$ cat src/rtl/svm_pkg.sv
// Behaviour
// - four-bit threshold select, codes 0x3 to 0xf
// - detector_on starts and stops detection
// - below_threshold reads one when supply low
// - drop sets event flag while detection on
// - event flag sticky until software clears
// - request raised when flag and enable set
// - enable resets to zero, blocks request
// - writing one to flag clears it
// - no interrupt for already-low supply
// - software clears flag before enabling
// - software waits 500 us before polling
// - router input configured level triggered
// - handler clears flag in this block
// - drop interrupt uses vector nine, 0x8024
// - registers eight bits, reserved written zero
package svm_pkg;
  // ----------------------------------------
  // register map (byte index; ctrl/cstat apb address is the low 16 bits of four times it)
  // ----------------------------------------
  localparam logic [15:0] SVM_IDX_ENABLE = 16'h5100;
  localparam logic [15:0] SVM_IDX_LEVEL = 16'h5101;
  localparam logic [15:0] SVM_IDX_RESULT = 16'h5102;
  localparam logic [15:0] SVM_IDX_MASK = 16'h5103;
  localparam logic [15:0] SVM_IDX_STATUS = 16'h5104;
  localparam logic [15:0] SVM_IDX_CTRL = 16'h5110;
  localparam logic [15:0] SVM_IDX_CSTAT = 16'h5111;
  // ----------------------------------------
  // fields and reset values
  // ----------------------------------------
  localparam int SVM_BIT_D0 = 0;
  localparam int SVM_LEVEL_W = 4;
  localparam logic [3:0] SVM_LEVEL_MIN = 4'h3;
  localparam logic [3:0] SVM_LEVEL_RST = 4'h0;
  localparam logic [7:0] SVM_REG_RST = 8'h00;
  localparam int SVM_VECTOR_NUM = 9;
  localparam logic [15:0] SVM_VECTOR_ADDR = 16'h8024;
  // ----------------------------------------
  // timing
  // ----------------------------------------
  localparam int SVM_CLK_HZ = 40000000;
  localparam int SVM_SETTLE_US = 500;
  localparam int SVM_SETTLE_CYC = SVM_SETTLE_US * (SVM_CLK_HZ / 1000000);
  // ----------------------------------------
  // controller commands (ctrl register)
  // ----------------------------------------
  localparam int SVM_CMD_GO = 0;
  localparam int SVM_CMD_WR = 1;
  localparam int SVM_CMD_IDX_LSB = 8;
  localparam int SVM_CMD_DAT_LSB = 24;
endpackage

$ cat src/rtl/svm_link_if.sv
// register port of the monitor plus its interrupt request
interface svm_link_if;
  logic sel;
  logic wr;
  logic [15:0] idx;
  logic [7:0] wdata;
  logic [7:0] rdata;
  logic irq;
  modport monitor (input sel, input wr, input idx, input wdata, output rdata, output irq);
  modport router (output sel, output wr, output idx, output wdata, input rdata, input irq);
endinterface

$ cat src/rtl/svm_monitor.sv
// The APB register port is this design's own decision.
module svm_monitor
(
  // clock and reset
  input wire logic pclk,
  input wire logic presetn,
  // register port and interrupt
  svm_link_if.monitor link,
  // analog comparator
  input wire logic cmp_below_async,
  output logic cmp_on,
  output logic [3:0] cmp_level
);
  logic on_reg;
  logic [3:0] level_reg;
  logic ie_reg;
  logic flag_reg;
  logic [2:0] sync_reg;
  logic below_reg;
  logic below_prev_reg;
  logic crossing;
  logic wr_status;

  // ----------------------------------------
  // control registers
  // ----------------------------------------
  always_ff @(posedge pclk or negedge presetn)
  begin
    if (!presetn)
    begin
      on_reg <= 1'b0;
      level_reg <= svm_pkg::SVM_LEVEL_RST;
      ie_reg <= 1'b0;
    end
    else if (link.sel && link.wr)
    begin
      if (link.idx == svm_pkg::SVM_IDX_ENABLE)
        on_reg <= link.wdata[svm_pkg::SVM_BIT_D0];
      if (link.idx == svm_pkg::SVM_IDX_LEVEL)
        level_reg <= link.wdata[svm_pkg::SVM_LEVEL_W-1:0];
      if (link.idx == svm_pkg::SVM_IDX_MASK)
        ie_reg <= link.wdata[svm_pkg::SVM_BIT_D0];
    end
  end

  assign cmp_on = on_reg;
  assign cmp_level = level_reg;

  // ----------------------------------------
  // comparator input
  // ----------------------------------------
  // three-stage synchroniser
  always_ff @(posedge pclk or negedge presetn)
  begin
    if (!presetn)
      sync_reg <= 3'h0;
    else
      sync_reg <= {sync_reg[1:0], cmp_below_async};
  end

  // result follows agreed samples, zero while off
  always_ff @(posedge pclk or negedge presetn)
  begin
    if (!presetn)
    begin
      below_reg <= 1'b0;
      below_prev_reg <= 1'b0;
    end
    else
    begin
      if (!on_reg)
        below_reg <= 1'b0;
      else if (sync_reg[1] == sync_reg[2])
        below_reg <= sync_reg[2];
      below_prev_reg <= below_reg;
    end
  end

  // only a fresh downward crossing counts
  assign crossing = on_reg && below_reg && !below_prev_reg;
  assign wr_status = link.sel && link.wr && link.idx == svm_pkg::SVM_IDX_STATUS
    && link.wdata[svm_pkg::SVM_BIT_D0];

  // ----------------------------------------
  // event flag
  // ----------------------------------------
  always_ff @(posedge pclk or negedge presetn)
  begin
    if (!presetn)
      flag_reg <= 1'b0;
    else if (crossing)
      flag_reg <= 1'b1;
    else if (wr_status)
      flag_reg <= 1'b0;
  end

  // level request, to the cpu irq pin through the router's pending flag and mask
  assign link.irq = flag_reg && ie_reg;

  // ----------------------------------------
  // read mux, eight bits, reserved read zero
  // ----------------------------------------
  always_comb
  begin
    link.rdata = svm_pkg::SVM_REG_RST;
    unique case (link.idx)
      svm_pkg::SVM_IDX_ENABLE: link.rdata = {7'h00, on_reg};
      svm_pkg::SVM_IDX_LEVEL: link.rdata = {4'h0, level_reg};
      svm_pkg::SVM_IDX_RESULT: link.rdata = {7'h00, below_reg};
      svm_pkg::SVM_IDX_MASK: link.rdata = {7'h00, ie_reg};
      svm_pkg::SVM_IDX_STATUS: link.rdata = {7'h00, flag_reg};
      default: link.rdata = svm_pkg::SVM_REG_RST;
    endcase
  end
endmodule

$ cat src/flat_wrapper.sv
// flat-port wrapper written by rule: the top's interface ports become plain ports
module svm_monitor_flat 
  (pclk, presetn, cmp_below_async, cmp_on, cmp_level, link_sel, link_wr, link_idx, link_wdata, link_rdata, link_irq);
  svm_link_if link_i ();
  input wire logic pclk;
  input wire logic presetn;
  input wire logic cmp_below_async;
  output logic cmp_on;
  output logic [3:0] cmp_level;
  input wire logic [$bits(link_i.sel)-1:0] link_sel;
  input wire logic [$bits(link_i.wr)-1:0] link_wr;
  input wire logic [$bits(link_i.idx)-1:0] link_idx;
  input wire logic [$bits(link_i.wdata)-1:0] link_wdata;
  output wire logic [$bits(link_i.rdata)-1:0] link_rdata;
  output wire logic [$bits(link_i.irq)-1:0] link_irq;
  assign link_i.sel = link_sel;
  assign link_i.wr = link_wr;
  assign link_i.idx = link_idx;
  assign link_i.wdata = link_wdata;
  assign link_rdata = link_i.rdata;
  assign link_irq = link_i.irq;
  svm_monitor u_core (.pclk(pclk), .presetn(presetn), .link(link_i), .cmp_below_async(cmp_below_async), .cmp_on(cmp_on), .cmp_level(cmp_level));
endmodule
$ cat config.mk
export PLATFORM = sky130hd
export DESIGN_NAME = svm_monitor_flat
export DESIGN_NICKNAME = d
export VERILOG_FILES = /design/src/rtl/svm_pkg.sv /design/src/rtl/svm_link_if.sv /design/src/rtl/svm_monitor.sv /design/src/flat_wrapper.sv
export SDC_FILE = /design/constraint.sdc
export NUM_CORES = 1
export LEC_CHECK = 0
export ABC_AREA = 1
export BUFFER_PORTS_ARGS = -buffer_cell sky130_fd_sc_hd__buf_2
export CORE_MARGIN = 5
export CORE_UTILIZATION = 37
export CTS_CLUSTER_DIAMETER = 60
export CTS_CLUSTER_SIZE = 24
export DETAILED_ROUTE_END_ITERATION = 6
export GPL_ROUTABILITY_DRIVEN = 0
export PLACE_DENSITY = 0.75
export SYNTH_ARGS = -nofsm -noshare
export SYNTH_HDL_FRONTEND = slang
export SYNTH_SLANG_ARGS = --single-unit
export TNS_END_PERCENT = 100
$ cat constraint.sdc
create_clock -name pclk -period 0.8 [get_ports pclk]
set_input_delay 0.04 -clock pclk [delete_from_list [all_inputs] [get_ports pclk]]
set_output_delay 0.04 -clock pclk [all_outputs]
set_load 0.005 [all_outputs]
Yosys cells after proc, flatten, opt, wreduce, memory -nomap -nowiden
Cells that the tools add are included.
{"block": "totals", "register_bits": 12, "output_inout_bits": 14}
{"block": "classes", "n_eq_ne": 7, "n_mux": 5, "n_reduce_logical": 11}
{"op": "equality test 16 x 15 -> 1 bit, second input constant", "n": 5}
{"op": "one-hot mux 4 bit (5 select lines)", "n": 1}
{"op": "logical AND 1 bit", "n": 6}
{"op": "AND reduction 2 bit", "n": 3}
{"op": "2-to-1 mux 1 bit", "n": 4}
{"op": "!= test 2 bit, second input constant", "n": 1}
{"op": "nonzero test 2 bit", "n": 1}
{"op": "equality test 1 bit", "n": 1}
{"op": "logical NOT 1 bit", "n": 1}

Depth between registers and ports, before layout
{"block": "logic_depth", "depth_word": 5, "ltp_mapped": 8, "mapped_depth_nobuf": 8}

Worst setup path before layout
OpenSTA, ideal clock, no wires.
{"block": "synth_timing", "path_type": "input port to flip-flop", "from": "input link_idx[5]", "to": "register u_core.level_reg[0], in the netlist u_core.cmp_level[0]", "setup_time_ns": 0.117, "arrival_time_ns": 0.759, "t_required_ns": 0.683, "slack_ns": -0.077, "path_stages": 8, "path_buffers": 0, "cell_sequence": "inv_1 > nand2_2 > nor2_4 > inv_2 > nor3_4 > nand2_2 > nand2_1 > o21ai_2"}
{"block": "synth_via", "elab_chain_len": 2}
{"item": "from (decl)", "line": "flat_wrapper.sv:12", "rtl": "input wire logic [$bits(link_i.idx)-1:0] link_idx;"}
{"item": "equality test 16 x 15 -> 1 bit", "line": "svm_monitor.sv:39", "rtl": "if (link.idx == svm_pkg::SVM_IDX_LEVEL)"}
{"item": "AND reduction 2 bit (no line)"}
{"item": "to (signal assigned)", "line": "svm_monitor.sv:32", "rtl": "level_reg <= svm_pkg::SVM_LEVEL_RST;"}
{"item": "to (signal assigned)", "line": "svm_monitor.sv:40", "rtl": "level_reg <= link.wdata[svm_pkg::SVM_LEVEL_W-1:0];"}
{"item": "to (decl)", "line": "svm_monitor.sv:15", "rtl": "logic [3:0] level_reg;"}
No other way between the ends.
A chain may end at the register's enable or synchronous reset.

Final worst setup path
{"block": "layout_timing", "from": "register u_core.below_reg", "to": "output link_rdata[0]"}
{"block": "layout_via", "elab_chain_len": 1}
{"item": "from (decl)", "line": "svm_monitor.sv:19", "rtl": "logic below_reg;"}
{"item": "from (signal assigned)", "line": "svm_monitor.sv:74", "rtl": "below_reg <= sync_reg[2];"}
{"item": "one-hot mux 4 bit (5 select lines)", "line": "svm_monitor.sv:106", "rtl": "unique case (link.idx)"}
{"item": "to (decl)", "line": "flat_wrapper.sv:14", "rtl": "output wire logic [$bits(link_i.rdata)-1:0] link_rdata;"}
No other way between the ends.

==> impl_metrics.csv <==
group,metric,value,unit
global_routing,grt_pass1_wl,3.00,mm
yosys,yosys_warnings,0,
yosys,avgSynthCellArea,7.04,µm²
detailed_routing,ant_nets,0,
hold_path,whs_path_depth,3,
floorplanning,core,0.00178,mm²
cts,cts_buffers,3,
floorplanning,row_count,15,
power,vdd.ir_drop.worst,1040,µV
timing,fin_worst_skew,0.000158,ns
timing,rsz0062_at_grt,"yes",
final_layout,final_util,68.6,%
detailed_routing,drtIter0Drc,3,
power,power_density,1050,mW/mm²
detailed_routing,drt_first_pass_iters,4,
detailed_routing,totalWireLength,1.92,mm
timing,hold_viol_final,0,
floorplanning,chipHeight,53.8,µm
outcome,violations,"negative setup slack",
setup_path,critPathLaunchType,"flip-flop",
power,power.leakage,0.699,nW
final_layout,fin_nets,186,
place,dpl.hpwl,1.52,mm
cts,cts_tree,"yes",
power,pwr-share-comb,15.0,%
setup_path,worstPathArrival,1.14,ns
yosys,ys_seq_area_share,42.3,%
cts,clockBufferDepth,2,
setup_path,crit_path_frequent_cell,"nand2_1",
setup_path,cpPeakStageDelay,0.38,ns
timing,setup_viol,15,
final_layout,antenna_cells,0,
setup_path,path_cells,"nand2_1 -> inv_1 -> nand3_1 -> nand2_1 -> nor2_1 -> a21oi_1 -> buf_2",
cts,h-tree-depth,1,
setup_path,cp_max_fo,2,
floorplanning,start_util,39.9,%
detailed_routing,num_vias,799,
timing,period_share,147,%
cts,cts_num_sinks,12,
timing,fmax,0.848,GHz
floorplanning,die_x,53.8,µm
setup_path,reg2regPathDepth,4,
global_routing,grtUsageTotal,14.3,%
setup_path,r2r_end,"u_core.flag_reg",
place,pre_cts_slack,-0.291,ns
setup_path,endpoint_kind,"output pin",
power,swShare,23.1,%
setup_path,r2r-start,"u_core.cmp_on",
setup_path,required,0.76,ns
power,switching_power,0.297,mW
final_layout,drive_gt1_share,55.8,%
floorplanning,design.die.area,0.00290,mm²
power,internal_power,0.986,mW
yosys,ys_seq_elements,12,
detailed_routing,drc,0,
detailed_routing,viasPerCell,4.41,
timing,hold_ws,0.00578,ns
final_layout,largest_reg_flops,4,
cts,clkTransAtPathRegs,0.07,ns
setup_path,r2r_slack,-0.09,ns
global_routing,grt_pass1_vias,771,
setup_path,slowest_stage,"dfrtp_1",
place,detailed_place.area,0.00102,mm²
power,clock_power_share,36.8,%
hold_path,hp-class,"in2reg",
yosys,mappedNetlistArea,711,µm²
floorplanning,io_pins,43,
detailed_routing,wl_per_cell,10.6,µm
global_routing,antenna_found_initial,0,
hold_path,min-delay-start,"link_wdata[3]",
setup_path,path_class,"reg2out",
timing,timing.final.ws_setup,-0.379,ns
yosys,ys_types,19,
hold_path,min_to,"u_core.cmp_level[3]",
global_routing,overflow,0,
setup_path,path_buf_inv,2,
global_routing,grt_max_degree,13,
final_layout,final_cell_area,0.00122,mm²
run,drv_cap,0,
timing,drv_slew,0,
timing,period_needed,1.18,ns
cts,cts-root-buf,"clkbuf_4",
power,total_power,1.28,mW
place,port_buffers,34,
final_layout,syn2layout_area_growth,72.0,%
power,power_frac_seq,48.1,%
yosys,syn_inst,101,
outcome,status,"finished, violations left",
setup_path,cp_top_family,"flip-flops",
cts,worstSkewPairLatency,0.27,ns
-- kinds of logic after synthesis --
kind of cell	synth area share [%]
and+or+nand+nor	40.1
buffers and inverters	13.7
AOI/OAI and AO/OA	3.34
other	0.528
DFF	42.3
-- area by class of cell --
cell class / instances / area, µm²
fill: 149 / 561
multi-input combinational: 70 / 392
timing repair buffer: 52 / 378
sequential: 12 / 300
inverter: 18 / 85.1
clock buffer: 4 / 36.3
tap: 25 / 31.3
-- placed cells by master (no fill, tap or decap) --
cell type and n:
buf_2 28, nand2_1 19, buf_6 12, dfrtp_1 12, nand3_1 10, inv_1 9, nand2_2 9, buf_4 9
nor2_1 8, inv_2 7, nor2_2 5, nand2_4 4, conb_1 4, clkbuf_4 3, nor2_4 2, o21ai_1 2
dlygate4sd3_1 2, clkinv_4 1, inv_12 1, nor3_4 1, nand4_1 1, a21oi_1 1, o21ai_2 1, nor3_1 1
or2_4 1, nor3_2 1, clkbuf_8 1, buf_8 1
-- worst reg2reg max path, cell delays in order (launching register included) --
cell,delay [ns]
dfrtp_1,0.40
buf_6,0.13
nand2_4,0.04
or2_4,0.22
nand2_2,0.05
-- power by group through the flow --
stage / clock [mW] / combinational (mW) / sequential [mW]
finish: 0.473 / 0.193 / 0.617
CTS: 0.492 / 0.182 / 0.617
floorplan: 0 / 0.0781 / 0.629
global placement: 0 / 0.156 / 0.629
global route: 0.516 / 0.216 / 0.618
detailed placement: 0 / 0.163 / 0.629
-- repair_timing --
action	in CTS	in global routing
hold endpoints to repair	13	0
hold buffers	2	0
endpoints found under the setup margin	11	18
buffers inserted	4	1
pin swaps	7	12
resized for setup	14	26
-- per-layer routing --
layer / GRT usage (%) / up-vias / part of all wire [%]
li1: - / 409 / -
met1: 15.6 / 363 / 39
met2: 27.4 / 27 / 54
met3: 1.94 / 0 / 6.5
met4: 5.11 / 0 / 0
met5: 0 / - / 0
-- cell usage after synthesis, drive strengths merged --
master | instances | area share (%)
conb | 1 | 0.53
nand2 | 32 | 18
nor2 | 15 | 9.7
or2 | 1 | 0.88
dfrtp | 12 | 42
inv | 18 | 9.5
o21ai | 3 | 2.6
buf | 4 | 4.2
nor3 | 3 | 3.7
a21oi | 1 | 0.70
nand3 | 10 | 7.0
nand4 | 1 | 0.88
-- worst max path at each step --
stage	start	endpoint	slack [ns]	cells past startpoint
2_1_floorplan	link_idx[4]	u_core.cmp_level[0]	-0.04	8
3_3_place_gp	link_idx[4]	u_core.cmp_on	-0.23	10
3_5_place_dp	link_idx[4]	link_rdata[2]	-0.29	9
4_1_cts	u_core.below_reg	link_rdata[0]	-0.41	7
5_1_grt	u_core.below_reg	link_rdata[0]	-0.47	7
6_report	u_core.below_reg	link_rdata[0]	-0.38	7
-- through the flow --
stage | setup TNS [ns] | cells
after CTS | -1.64 | 181
after detailed placement | -2.65 | 171
after global placement | -2.30 | 171
final | -1.64 | 181
after floorplan | -0.131 | 104
after global routing | -2.51 | 181
(Power assumes the default switching activity.)
